## src/dhs_pkg.sv

```systemverilog
// Notes on behaviour
// RULE1 - serial output sends 115200 baud, 8-N-1
// RULE2 - serial input receives 115200 baud, 8-N-1
// RULE3 - strobe low, first byte 80-350 us later
// RULE4 - strobe back high within 350 us
// RULE5 - measurement packet every 10 seconds
// RULE6 - all timing from one crystal timebase
// RULE7 - error low on zero or excess minute counts
// RULE8 - error judged per minute, released on count
// RULE9 - alarm low when one-second rate exceeds threshold
// RULE10 - alarm released next second below threshold
// RULE11 - fixed count pulse low 10-70 us
// RULE12 - energy pulse low 10-150 us, level driven
// RULE13 - reset input restarts the processing core
// RULE14 - initial packet 1 to 3 seconds after start
// RULE15 - first dose figure after a further minute
// RULE16 - reported dose clamps at full scale
// RULE17 - first measured packet about 11.2 s after start
// RULE18 - packets flow without any telecommand
// RULE19 - start bit low, LSB first, stop high, idle high
// RULE20 - strobe, error, alarm held high in reset
package dhs_pkg;
	// timebase and serial line
	localparam longint CLK_HZ        = 64'd10_000_000;  // core clock rate
	localparam int     CYC_PER_US    = int'(CLK_HZ / 64'd1_000_000);
	localparam int     BAUD          = 115200;
	localparam int     BAUD_CYC      = int'((CLK_HZ + 64'd57600) / 64'd115200);
	localparam int     HALF_BAUD     = BAUD_CYC / 2;
	localparam int     TICK_MS       = 100;             // schedule tick
	localparam int     TICK_CYC      = int'(CLK_HZ * 64'd100 / 64'd1000);
	// schedule in ticks
	localparam int     TICKS_PER_SEC = 10;
	localparam int     TICKS_PER_MIN = 600;
	localparam int     PKT_PERIOD    = 100;             // 10 s
	localparam int     INIT_PKT      = 20;              // 2 s
	localparam int     FIRST_MEAS    = 112;             // 11.2 s
	// strobe framing times
	localparam int     LEAD_US       = 200;
	localparam int     LEAD_MIN_US   = 80;
	localparam int     LEAD_MAX_US   = 350;
	localparam int     TAIL_US       = 50;
	localparam int     LEAD_CYC      = LEAD_US * CYC_PER_US;
	localparam int     LEAD_MIN_CYC  = LEAD_MIN_US * CYC_PER_US;
	localparam int     LEAD_MAX_CYC  = LEAD_MAX_US * CYC_PER_US;
	localparam int     TAIL_CYC      = TAIL_US * CYC_PER_US;
	// count pulses
	localparam int     FIX_US        = 50;
	localparam int     EN_MIN_US     = 10;
	localparam int     EN_MAX_US     = 150;
	localparam int     FIX_CYC       = FIX_US * CYC_PER_US;
	localparam int     EN_MIN_CYC    = EN_MIN_US * CYC_PER_US;
	localparam int     EN_MAX_CYC    = EN_MAX_US * CYC_PER_US;
	// count thresholds
	localparam int     ERR_CPM       = 900000;
	localparam int     ALARM_CPS     = 70;              // about 40 uSv/h

	// one buffered packet byte
	typedef struct packed {
		logic [7:0] data;
		logic       last;
	} dhs_byte_t;

	// strobe and transmit sequence, gray along the path
	typedef enum logic [1:0] {
		TX_IDLE = 2'h0,
		TX_LEAD = 2'h1,
		TX_SEND = 2'h3,
		TX_TAIL = 2'h2
	} dhs_tx_st_t;

	// whole block state
	typedef struct packed {
		dhs_tx_st_t      tx_st;
		logic [11:0]     wait_cnt;
		logic            busy;
		logic            last_sent;
		logic [6:0]      baud;
		logic [3:0]      bit_idx;
		logic [9:0]      shreg;
		logic            txd;
		logic            strobe_n;
		dhs_byte_t [1:0] buf_mem;
		logic            wr_ptr;
		logic            rd_ptr;
		logic [1:0]      buf_cnt;
		logic            pkt_ready;
		logic            rx_busy;
		logic [6:0]      rx_baud;
		logic [3:0]      rx_idx;
		logic [7:0]      rx_sh;
		logic            cmd_valid;
		logic            cmd_err;
		logic [7:0]      cmd_data;
		logic [19:0]     tick_cnt;
		logic [3:0]      sec_sub;
		logic [9:0]      min_sub;
		logic [6:0]      sched;
		logic            boot;
		logic            slot;
		logic            slot_meas;
		logic            ev_prev;
		logic [13:0]     sec_ev;
		logic [19:0]     min_ev;
		logic            alarm_n;
		logic            error_n;
		logic [9:0]      fix_cnt;
		logic            fix_n;
		logic [10:0]     en_cnt;
		logic            en_n;
		logic [19:0]     dose_cpm;
		logic            dose_valid;
	} dhs_state_t;

	localparam dhs_state_t ST_RST = '{tx_st: TX_IDLE, txd: 1'h1, strobe_n: 1'h1,
		pkt_ready: 1'h1, boot: 1'h1, alarm_n: 1'h1, error_n: 1'h1, fix_n: 1'h1,
		en_n: 1'h1, default: '0};
endpackage

```

## src/dhs_signals.sv

```systemverilog
module dhs_signals #(
	parameter int TICK_CYC  = dhs_pkg::TICK_CYC,
	parameter int ALARM_CPS = dhs_pkg::ALARM_CPS
) (
	// clock and reset
	input  wire logic        CLOCK,
	input  wire logic        RST_N,
	// detector comparator level
	input  wire logic        EVENT_LEVEL,
	// packet bytes from the sentence builder
	input  wire logic        PKT_VALID,
	input  wire logic [7:0]  PKT_DATA,
	input  wire logic        PKT_LAST,
	output logic             PKT_READY,
	// packet schedule to the sentence builder
	output logic             SLOT,
	output logic             SLOT_MEAS,
	// host serial link
	output logic             TXD,
	input  wire logic        RXD,
	output logic             PACKET_STROBE_N,
	// received telecommand bytes
	output logic             CMD_VALID,
	output logic [7:0]       CMD_DATA,
	output logic             CMD_FRAME_ERR,
	// host flags and count pulses
	output logic             ERROR_N,
	output logic             ALARM_N,
	output logic             FIXED_COUNT_PULSE_N,
	output logic             ENERGY_COUNT_PULSE_N,
	// dose figure
	output logic [19:0]      COUNTS_PER_MINUTE,
	output logic             DOSE_VALID
);
	dhs_pkg::dhs_state_t q;        // registered state
	dhs_pkg::dhs_state_t d;        // next state
	logic                tick;     // 100 ms schedule tick
	logic                sec_end;  // last cycle of a second
	logic                min_end;  // last cycle of a minute
	logic                ev;       // new detector event
	logic                push;     // byte taken into buffer

	// refuse a tick too short or too long for the tick counter, or an alarm threshold the second count cannot hold
	if (TICK_CYC < 2 || TICK_CYC > 1048576 || ALARM_CPS < 1 || ALARM_CPS > 16383)
		$error("dhs_signals: parameter out of range");

	// single timebase drives every interval
	assign tick    = (q.tick_cnt == 20'(TICK_CYC - 1)); // RULE6
	assign sec_end = tick && (q.sec_sub == 4'(dhs_pkg::TICKS_PER_SEC - 1));
	assign min_end = tick && (q.min_sub == 10'(dhs_pkg::TICKS_PER_MIN - 1));
	assign ev      = EVENT_LEVEL && !q.ev_prev;
	assign push    = PKT_VALID && q.pkt_ready;

	// next-state logic for the whole block
	always_comb begin
		dhs_pkg::dhs_byte_t hd;
		logic               pop;
		d   = q;
		hd  = q.buf_mem[q.rd_ptr];
		pop = 1'h0;
		d.slot      = 1'h0;
		d.cmd_valid = 1'h0;
		d.cmd_err   = 1'h0;
		d.ev_prev   = EVENT_LEVEL;

		// timebase counters
		d.tick_cnt = tick ? 20'h00000 : 20'(q.tick_cnt + 20'h00001);
		if (tick) begin
			d.sec_sub = (q.sec_sub == 4'(dhs_pkg::TICKS_PER_SEC - 1)) ? 4'h0 :
				4'(q.sec_sub + 4'h1);
			d.min_sub = min_end ? 10'h000 : 10'(q.min_sub + 10'h001);
			// schedule runs on its own, the receiver never steers it
			// sched holds the ticks already gone, so a match fires on that tick itself
			if (q.sched == 7'(dhs_pkg::FIRST_MEAS - 1)) begin // RULE18
				d.slot      = 1'h1; // RULE17
				d.slot_meas = 1'h1;
				d.sched     = 7'(dhs_pkg::FIRST_MEAS - dhs_pkg::PKT_PERIOD); // RULE5
			end else begin
				d.sched = 7'(q.sched + 7'h01);
				if (q.boot && q.sched == 7'(dhs_pkg::INIT_PKT - 1)) begin // RULE14
					d.slot      = 1'h1;
					d.slot_meas = 1'h0;
					d.boot      = 1'h0;
				end
			end
		end

		// per-second count and alarm
		if (sec_end) begin
			d.alarm_n = !(q.sec_ev > 14'(ALARM_CPS)); // RULE9 RULE10
			d.sec_ev  = {13'h0000, ev};
		end else if (ev && q.sec_ev != 14'h3FFF) begin
			d.sec_ev = 14'(q.sec_ev + 14'h0001);
		end

		// per-minute count, error and dose; evaluation beats release
		if (min_end) begin
			if (q.min_ev == 20'h00000 || q.min_ev > 20'(dhs_pkg::ERR_CPM))
				d.error_n = 1'h0; // RULE7 RULE8
			d.dose_cpm = (q.min_ev > 20'(dhs_pkg::ERR_CPM)) ?
				20'(dhs_pkg::ERR_CPM) : q.min_ev; // RULE16
			d.dose_valid = 1'h1; // RULE15
			d.min_ev     = {19'h00000, ev};
		end else begin
			if (ev && !q.error_n)
				d.error_n = 1'h1; // RULE8
			if (ev && q.min_ev != 20'hFFFFF)
				d.min_ev = 20'(q.min_ev + 20'h00001);
		end

		// fixed-width pulse, a new event restarts it
		if (ev) begin
			d.fix_n   = 1'h0; // RULE11
			d.fix_cnt = 10'h000;
		end else if (!q.fix_n) begin
			if (q.fix_cnt == 10'(dhs_pkg::FIX_CYC - 1))
				d.fix_n = 1'h1;
			else
				d.fix_cnt = 10'(q.fix_cnt + 10'h001);
		end

		// energy pulse follows the level, clamped to its width window
		if (ev) begin
			d.en_n   = 1'h0; // RULE12
			d.en_cnt = 11'h000;
		end else if (!q.en_n) begin
			if ((q.en_cnt >= 11'(dhs_pkg::EN_MIN_CYC - 1) && !EVENT_LEVEL) ||
				q.en_cnt == 11'(dhs_pkg::EN_MAX_CYC - 1))
				d.en_n = 1'h1;
			else
				d.en_cnt = 11'(q.en_cnt + 11'h001);
		end

		// strobe and transmit sequence
		unique case (q.tx_st)
			dhs_pkg::TX_IDLE: begin
				// a waiting byte opens a packet
				if (q.buf_cnt != 2'h0) begin
					d.tx_st    = dhs_pkg::TX_LEAD;
					d.strobe_n = 1'h0; // RULE3
					d.wait_cnt = 12'h000;
				end
			end
			dhs_pkg::TX_LEAD: begin
				// hold the line idle so the host can wake first
				if (q.wait_cnt == 12'(dhs_pkg::LEAD_CYC - 1))
					pop = 1'h1; // RULE3
				else
					d.wait_cnt = 12'(q.wait_cnt + 12'h001);
			end
			dhs_pkg::TX_SEND: begin
				if (q.busy) begin
					if (q.baud == 7'(dhs_pkg::BAUD_CYC - 1)) begin // RULE1
						d.baud = 7'h00;
						if (q.bit_idx == 4'h9) begin
							d.busy = 1'h0;
						end else begin
							// next bit, stop bit fills from the top
							d.shreg   = {1'h1, q.shreg[9:1]};
							d.txd     = q.shreg[1]; // RULE19
							d.bit_idx = 4'(q.bit_idx + 4'h1);
						end
					end else begin
						d.baud = 7'(q.baud + 7'h01);
					end
				end else if (q.last_sent) begin
					d.tx_st    = dhs_pkg::TX_TAIL;
					d.wait_cnt = 12'h000;
				end else if (q.buf_cnt != 2'h0) begin
					pop = 1'h1;
				end
				// an empty buffer mid-packet leaves the line idle high
			end
			dhs_pkg::TX_TAIL: begin
				// short guard keeps the strobe around the final stop bit
				if (q.wait_cnt == 12'(dhs_pkg::TAIL_CYC - 1)) begin
					d.tx_st    = dhs_pkg::TX_IDLE;
					d.strobe_n = 1'h1; // RULE4
				end else begin
					d.wait_cnt = 12'(q.wait_cnt + 12'h001);
				end
			end
		endcase

		// load a byte: start bit low, data LSB first, stop high
		if (pop) begin
			d.tx_st     = dhs_pkg::TX_SEND;
			d.busy      = 1'h1;
			d.shreg     = {1'h1, hd.data, 1'h0}; // RULE19
			d.txd       = 1'h0;
			d.baud      = 7'h00;
			d.bit_idx   = 4'h0;
			d.last_sent = hd.last;
		end

		// two-entry buffer; ready drops only when both slots hold a byte
		if (push) begin
			d.buf_mem[q.wr_ptr] = {PKT_DATA, PKT_LAST};
			d.wr_ptr            = !q.wr_ptr;
		end
		if (pop)
			d.rd_ptr = !q.rd_ptr;
		d.buf_cnt   = 2'(q.buf_cnt + {1'h0, push} - {1'h0, pop});
		d.pkt_ready = (d.buf_cnt != 2'h2);

		// telecommand receiver, samples at mid-bit
		if (!q.rx_busy) begin
			if (!RXD) begin
				d.rx_busy = 1'h1;
				d.rx_baud = 7'(dhs_pkg::HALF_BAUD);
				d.rx_idx  = 4'h0;
			end
		end else if (q.rx_baud != 7'h00) begin
			d.rx_baud = 7'(q.rx_baud - 7'h01);
		end else begin
			d.rx_baud = 7'(dhs_pkg::BAUD_CYC - 1); // RULE2
			d.rx_idx  = 4'(q.rx_idx + 4'h1);
			if (q.rx_idx == 4'h0) begin
				// a glitch that is high again at mid start bit is dropped
				if (RXD)
					d.rx_busy = 1'h0;
			end else if (q.rx_idx < 4'h9) begin
				d.rx_sh = {RXD, q.rx_sh[7:1]}; // RULE19
			end else begin
				d.rx_busy   = 1'h0;
				d.cmd_data  = q.rx_sh;
				d.cmd_valid = RXD; // RULE2
				d.cmd_err   = !RXD;
			end
		end
	end

	// state register; reset restarts every part of the core
	always_ff @(posedge CLOCK or negedge RST_N) begin
		if (!RST_N)
			q <= dhs_pkg::ST_RST; // RULE13 RULE20
		else
			q <= d;
	end

	// outputs straight from state flip-flops
	assign PKT_READY            = q.pkt_ready;
	assign SLOT                 = q.slot;
	assign SLOT_MEAS            = q.slot_meas;
	assign TXD                  = q.txd;
	assign PACKET_STROBE_N      = q.strobe_n;
	assign CMD_VALID            = q.cmd_valid;
	assign CMD_DATA             = q.cmd_data;
	assign CMD_FRAME_ERR        = q.cmd_err;
	assign ERROR_N              = q.error_n;
	assign ALARM_N              = q.alarm_n;
	assign FIXED_COUNT_PULSE_N  = q.fix_n;
	assign ENERGY_COUNT_PULSE_N = q.en_n;
	assign COUNTS_PER_MINUTE    = q.dose_cpm;
	assign DOSE_VALID           = q.dose_valid;

	// checking helpers: ages of low outputs
	localparam int TAIL_BOUND = 600;
	logic [11:0] h_lead_age;   // cycles since strobe fell
	logic        h_lead_seen;  // first start bit seen
	logic [9:0]  h_fix_age;    // cycles fixed pulse low
	logic [10:0] h_en_age;     // cycles energy pulse low
	always_ff @(posedge CLOCK or negedge RST_N) begin
		if (!RST_N) begin
			h_lead_age  <= 12'h000;
			h_lead_seen <= 1'h0;
			h_fix_age   <= 10'h000;
			h_en_age    <= 11'h000;
		end else begin
			h_lead_age  <= PACKET_STROBE_N ? 12'h000 :
				((h_lead_age == 12'hFFF) ? h_lead_age : 12'(h_lead_age + 12'h001));
			h_lead_seen <= !PACKET_STROBE_N && (h_lead_seen || !TXD);
			h_fix_age   <= ev ? 10'h000 :
				(!FIXED_COUNT_PULSE_N ? 10'(h_fix_age + 10'h001) : h_fix_age);
			h_en_age    <= ev ? 11'h000 :
				(!ENERGY_COUNT_PULSE_N ? 11'(h_en_age + 11'h001) : h_en_age);
		end
	end
endmodule
```

## config.mk

```make
export PLATFORM = sky130hd
export DESIGN_NAME = dhs_signals
export DESIGN_NICKNAME = d
export VERILOG_FILES = /design/src/dhs_pkg.sv /design/src/dhs_signals.sv
export SDC_FILE = /design/constraint.sdc
export NUM_CORES = 1
export LEC_CHECK = 0
export ABC_AREA = 1
export BUFFER_PORTS_ARGS = -buffer_cell sky130_fd_sc_hd__buf_2
export CORE_MARGIN = 2
export CORE_UTILIZATION = 65
export DETAILED_ROUTE_END_ITERATION = 12
export PLACE_DENSITY = 0.83
export SLEW_MARGIN = 20
export SYNTH_ARGS = -nofsm -noshare
export SYNTH_HDL_FRONTEND = slang
export SYNTH_SLANG_ARGS = --single-unit
```

## constraint.sdc

```tcl
create_clock -name CLOCK -period 3.04 [get_ports CLOCK]
set_input_delay 0.456 -clock CLOCK [delete_from_list [all_inputs] [get_ports CLOCK]]
set_output_delay 0.456 -clock CLOCK [all_outputs]
set_load 0.03 [all_outputs]
```

==> results of run 1 <==
[path summary, 6_finish.rpt]
| kind | from | endpoint | slack (ps) | depth (start not counted) |
|---|---|---|---|---|
| max | q[203]$_DFFE_PN0P_ | q[216]$_DFFE_PN0P_ | 770 | 10 |
| min | EVENT_LEVEL | q[80]$_DFF_PN0_ | 90 | 1 |
| max reg2reg | q[203]$_DFFE_PN0P_ | q[216]$_DFFE_PN0P_ | 770 | 10 |
| min reg2reg | q[189]$_DFFE_PN0P_ | q[189]$_DFFE_PN0P_ | 470 | 2 |
| max in group asynchronous | RST_N | FIXED_COUNT_PULSE_N$_DFF_PN1_ | 1740 | 3 |
| min in group asynchronous | RST_N | q[214]$_DFFE_PN0P_ | 510 | 2 |
[Yosys cell counts (3+ instances only)]
cell,n
nor3_1,30
o21ai_0,74
buf_2,18
dfrtp_1,208
o21ai_1,16
nand3_2,3
dfstp_2,8
o21ai_2,7
ha_1,23
nand2_1,477
or2_2,3
nor3b_1,5
buf_4,37
inv_1,179
nor2_1,161
a21boi_0,7
inv_2,10
nand3b_1,7
nand3_1,183
a21oi_1,14
xnor2_1,8
clkbuf_1,7
nand2_2,6
nand4_1,33
buf_6,10
xor2_1,53
nor2_2,11
o21bai_1,3
[through the flow]
step	hold WS [ps]	utilization (%)	power [uW]
after floorplan	160	-	4450
after global placement	442	66.8	4710
after detailed placement	448	66.8	4780
after CTS	79.4	71.3	7770
after global routing	79.5	71.3	8150
final	87.3	71.3	7730
[layer usage]
layer | global-route usage, % | up-vias | share of wire (%)
met5 | 0 | - | 0
li1 | - | 5181 | -
met2 | 46.5 | 271 | 49
met4 | 7.58 | 0 | 2.1
met3 | 3.51 | 49 | 4.5
met1 | 34.6 | 4880 | 44
[cell type report]
| cell class | instances | area, sq um |
|---|---|---|
| Tap cell | 234 | 293 |
| Multi-Input combinational cell | 1148 | 5640 |
| Sequential cell | 216 | 5420 |
| Timing Repair Buffer | 66 | 400 |
| Clock buffer | 36 | 737 |
| Clock inverter | 8 | 92.6 |
| Fill cell | 1465 | 5350 |
| Inverter | 190 | 713 |
[critical path, cell delays in order (launching register included)]
cell	delay, ps
dfrtp_1	410
ha_1	320
nand2_1	120
nor2_2	160
nand3_4	130
nand2_2	320
inv_1	290
nand2_1	190
nand2_1	90
nand2_1	60
nand2_1	50
[kinds of logic after synthesis]
logic type / share of synthesized area [%]
XOR/XNOR: 4.35
AO/OA/AOI/OAI: 5.74
flip-flops: 44.1
buffers and inverters: 10.0
adder cells (fa/ha/maj): 2.34
AND/OR/NAND/NOR: 33.4
multiplexers: 0.0815
[power by group]
group / internal (uW) / leakage, uW / switching (uW)
registers: 3220 / 0.00288 / 302
logic: 452 / 0.00351 / 774
clock network: 1840 / 0.000411 / 1140
total: 5510 / 0.00681 / 2220
[timing repair]
| item | 4_1_cts | 5_1_grt |
|---|---|---|
| gates resized for setup | 0 | 0 |
| hold buffers | 1 | 0 |
| setup endpoints to repair | 0 | 0 |
| buffers inserted | 0 | 0 |
| hold endpoints to repair | 70 | 0 |
==> run_results.csv, run 1 <==
group,metric,value,unit
outcome,status,"completed",
power,peakVddDrop,495,uV
sta,hold_viol_final,0,
finish,largest_reg_flops,176,
placed_design,dp.final_hpwl,17700,microns
yosys,synth_area_leaders,"dfrtp_1 42%, nand2_1 15%, nand3_1 7.5%",
yosys,yosysTopAreaCellShare,42.4,%
power,leakagePower,0.00681,uW
finish,fin_area,0.0133,sq mm
power,power.density,581,mW/mm^2
global_routing,grt_usage,26.5,%
placed_design,dp_cells,1853,
clocking,clk-insertion-delay-late,510,ps
yosys,syn-mean-instance-area,7.54,sq um
floorplanning,core,0.0186,sq mm
placed_design,place_ws,823,ps
routing,wl,25700,microns
global_routing,grt_pass1_vias,10000,
hold_path,hold_class,"primary input to register",
critical_path,crit_path_max_fanout,20,
yosys,synth.net_count,1666,
flow_run,max_cap_violations,0,
floorplanning,dieArea,0.0200,sq mm
placed_design,place.gp.congestion,0.950,
critical_path,critical_path_class,"register to register",
yosys,ys_ff_latch,216,
yosys,synth-edff-count,0,
yosys,synth.lib_cells_used.distinct,48,
sta,worst_pin_slew,624,ps
sta,fin_tns_setup,0,ps
clocking,cts_sinks,216,
yosys,ys.flop_type,"dfrtp_1",
routing,vias_per_cell,5.47,
routing,vias,10400,
placed_design,placed_area,0.0125,sq mm
sta,fin_skew,6.44,ps
critical_path,end_kind,"register",
sta,timing.final.crit_share,74.6,%
finish,fin_cells,1898,
yosys,async_flop_share,100,%
floorplanning,num_rows,50,
sta,maxSlewViolCount,0,
finish,layout.nets,1683,
critical_path,cp-start-kind,"register",
routing,drc_errors,0,
global_routing,grt_pass1_wl,44800,microns
floorplanning,die_x,141,microns
clocking,h-tree-depth,1,
sta,post-route-min-period,2270,ps
sta,setup_viol,0,
critical_path,worstPathArrival,2660,ps
clocking,cts_tree,"yes",
sta,maxSlewHeadroom,58.3,%
finish,layout_commonest_cell,"nand2_1",
routing,drtPass1Iterations,5,
routing,wl_per_cell,13.5,microns
finish,top_register,"q",
finish,antennaDiodeCount,0,
yosys,synth_top_cell_by_area,"dfrtp_1",
routing,drt_iter0_drc,541,
clocking,cts.clk_slew.worst_paths,60,ps
finish,final_cell_mix,"477 x nand2_1, 208 x dfrtp_1, 182 x nand3_1",
finish,syn_to_final_growth,8.21,%
yosys,yosysWarnings,0,
sta,rsz0062_at_grt,"no",
floorplanning,start_util,65.9,%
sta,fmax,0.441,GHz
yosys,synth-seq-area-share,44.1,%
finish,final_layout_size_suffix_gt1_share,9.80,%
floorplanning,die_h,141,microns
clocking,cts-root-buf,"clkbuf_16",
placed_design,port_buffers,53,
yosys,synth_area,0.0123,sq mm
global_routing,grt_max_degree,81,
clocking,cts_buffers,24,
critical_path,required,3430,ps
clocking,cts_buffer_depth,3,
sta,fin_ws,772,ps
yosys,syn_inst,1629,
floorplanning,io_pins,54,
global_routing,antenna_found_initial,0,
routing,ant_nets,0,
global_routing,grt-ovfl-total,0,
Power figures use the tool's default switching activity.
==> run 2: changes to the inputs <==
- ABC_AREA: 1 -> 0
- CORE_UTILIZATION: 65 -> 62
- PLACE_DENSITY: 0.83 -> 0.8
- clock period: 3.04 -> 2.3 ns (I/O delays scaled with it)
==> run_results.csv, run 2 <==
group,metric,value,unit
clocking,cts-root-buf,"clkbuf_16",
routing,drc_errors,0,
sta,fmax,0.450,GHz
routing,vias_per_cell,5.96,
finish,layout_commonest_cell,"dfrtp_1",
sta,timing.final.crit_share,96.5,%
critical_path,required,2700,ps
finish,final_layout_size_suffix_gt1_share,15.3,%
placed_design,port_buffers,53,
finish,top_register,"q",
yosys,syn-mean-instance-area,9.93,sq um
routing,wl_per_cell,16.1,microns
sta,maxSlewViolCount,0,
finish,layout.nets,1173,
finish,largest_reg_flops,176,
flow_run,max_cap_violations,0,
routing,wl_met3,1050,microns
critical_path,crit_path_max_fanout,10,
yosys,synthAdderAreaFrac,2.66,%
clocking,cts_buffer_depth,3,
power,power.net_switching,2890,uW
yosys,synth_top_family_by_area,"simple AND/OR/NAND/NOR gates",
yosys,synth.most_common_cell,"dfrtp_1",
outcome,status,"completed",
placed_design,dp.final_hpwl,14500,microns
sta,fin_tns_setup,0,ps
routing,vias,8201,
yosys,muxShareOfSynthArea,5.25,%
floorplanning,die_h,136,microns
clocking,cts_sinks,216,
clocking,clk-insertion-delay-late,510,ps
power,power_frac_clock,35.5,%
global_routing,grt_pass1_vias,7981,
finish,final_cell_mix,"208 x dfrtp_1, 113 x nand2_1, 106 x nor2_1",
power,internal_power,7240,uW
yosys,async_flop_share,100,%
power,leakagePower,0.00556,uW
global_routing,antenna_found_initial,0,
global_routing,grt_max_degree,61,
yosys,yosys-top-cells-count,"208 x dfrtp_1, 113 x nand2_1, 106 x nor2_1, 52 x a21oi_1, 40 x nand3_1",
yosys,synth_area,0.0108,sq mm
routing,dr.max_layer_used,"met4",
routing,drtPass1Iterations,5,
clocking,cts.clk_slew.worst_paths,60,ps
power,p_sw_share,28.5,%
floorplanning,start_util,62.9,%
yosys,ys.flop_type,"dfrtp_1",
global_routing,grt-ovfl-total,0,
sta,maxSlewHeadroom,48.6,%
floorplanning,num_rows,48,
placed_design,place.gp.congestion,0.876,
sta,fin_skew,10.9,ps
sta,hold_viol_final,0,
critical_path,cp-start-kind,"register",
routing,met1Wirelength,10000,microns
clocking,h-tree-depth,1,
yosys,synth.net_count,1125,
sta,setup_viol,0,
yosys,yosysWarnings,0,
placed_design,placed_area,0.0113,sq mm
floorplanning,core,0.0172,sq mm
routing,drt_iter0_drc,469,
yosys,synth_xor_area_share,5.27,%
power,power.density,834,mW/mm^2
hold_path,hold_class,"primary input to register",
yosys,ys_ff_latch,216,
sta,rsz0062_at_grt,"yes",
finish,antennaDiodeCount,0,
routing,ant_nets,0,
floorplanning,io_pins,54,
global_routing,grt_usage,24.4,%
critical_path,worstPathArrival,2620,ps
global_routing,grt_pass1_wl,37600,microns
floorplanning,dieArea,0.0185,sq mm
yosys,yosysTopAreaCellShare,48.2,%
yosys,synth-seq-area-share,50.1,%
yosys,synth.lib_cells_used.distinct,74,
yosys,synth_top_cell_by_area,"dfrtp_1",
finish,fin_area,0.0121,sq mm
routing,wl,22100,microns
sta,worst_pin_slew,771,ps
yosys,synth-compound-area-share,10.8,%
routing,route.met2.wl,10600,microns
clocking,cts_buffers,23,
yosys,synth-edff-count,0,
power,power_frac_seq,47.6,%
floorplanning,die_x,136,microns
critical_path,end_kind,"register",
critical_path,critical_path_class,"register to register",
finish,syn_to_final_growth,12.4,%
yosys,synth_area_leaders,"dfrtp_1 48%, nand2_1 3.9%, nor2_1 3.7%",
clocking,cts_tree,"yes",
sta,post-route-min-period,2220,ps
power,comb_power_share,16.9,%
power,peakVddDrop,646,uV
yosys,syn_inst,1088,
yosys,synth_simple_gate_area_share,21.2,%
run 2: logic make-up (layout without fill, tap and decap cells):
logic type | count (synthesis) | count (layout)
compound gates | 190 | 190
xor+xnor | 65 | 65
fa+ha+maj | 23 | 23
buf+inv | 101 | 165
flops | 216 | 216
mux | 52 | 52
simple gates | 441 | 441
run 2: layer usage:
metal / vias to the layer above / track usage (%)
met5: - / 0
met4: 0 / 7.64
met3: 44 / 4.18
met2: 200 / 40.0
met1: 4026 / 33.3
li1: 3931 / -
run 2: area by class of cell:
class	instances	area [sq um]
clock buffers	35	671
clock inverters	6	63.8
fillers	1254	5030
inverters	28	105
multi-input cells	771	4930
flip-flops and latches	216	5420
well taps	225	282
repair buffers	96	676
run 2: path summary, 6_finish.rpt:
check,slack [ps],cells past startpoint,from,end
setup / recovery,80,6,q[113]$_DFF_PN0_,q[87]$_DFFE_PN0N_
hold / removal,60,1,EVENT_LEVEL,q[80]$_DFF_PN0_
setup reg to reg,80,6,q[113]$_DFF_PN0_,q[87]$_DFFE_PN0N_
hold reg to reg,460,1,q[83]$_DFFE_PN1P_,q[83]$_DFFE_PN1P_
max in group asynchronous,1170,3,RST_N,q[142]$_DFFE_PN0P_
min in group asynchronous,350,2,RST_N,q[36]$_DFFE_PN0P_
run 2: per-stage QoR:
| step | hold slack [ps] | util (%) | power [uW] | setup WS, ps | instances |
|---|---|---|---|---|---|
| after floorplan | 49.4 | - | 6020 | 41.1 | 1088 |
| after global placement | 304 | 66.0 | 6450 | 9.25 | 1332 |
| after detailed placement | 313 | 66.0 | 6560 | -66.2 | 1332 |
| after CTS | 57.3 | 70.3 | 10200 | 38.7 | 1374 |
| after global routing | 59.3 | 70.7 | 10700 | -27.5 | 1377 |
| final | 62.5 | 70.7 | 10100 | 79.4 | 1377 |
run 2: repair_timing:
action                                  CTS  global route
hold buffers                              1             0
endpoints found under the setup margin   13            23
pin swaps                                 0             2
gates resized for setup                   2             7
setup buffers                             0             3
endpoints found under the hold margin    51             0
run 2: power by group through the flow:
stage | combinational [uW] | sequential, uW | clock, uW
floorplan | 1310 | 4710 | 0
global placement | 1610 | 4840 | 0
detailed placement | 1690 | 4870 | 0
CTS | 1720 | 4810 | 3660
global route | 1940 | 4900 | 3820
finish | 1710 | 4830 | 3590
run 2: critical path, cell delays in order (launching register included):
cell     delay (ps)
dfrtp_1         380
or4_4           540
or4b_4          590
nor2_8          200
buf_4           190
and4_1          180
nor2_1           40
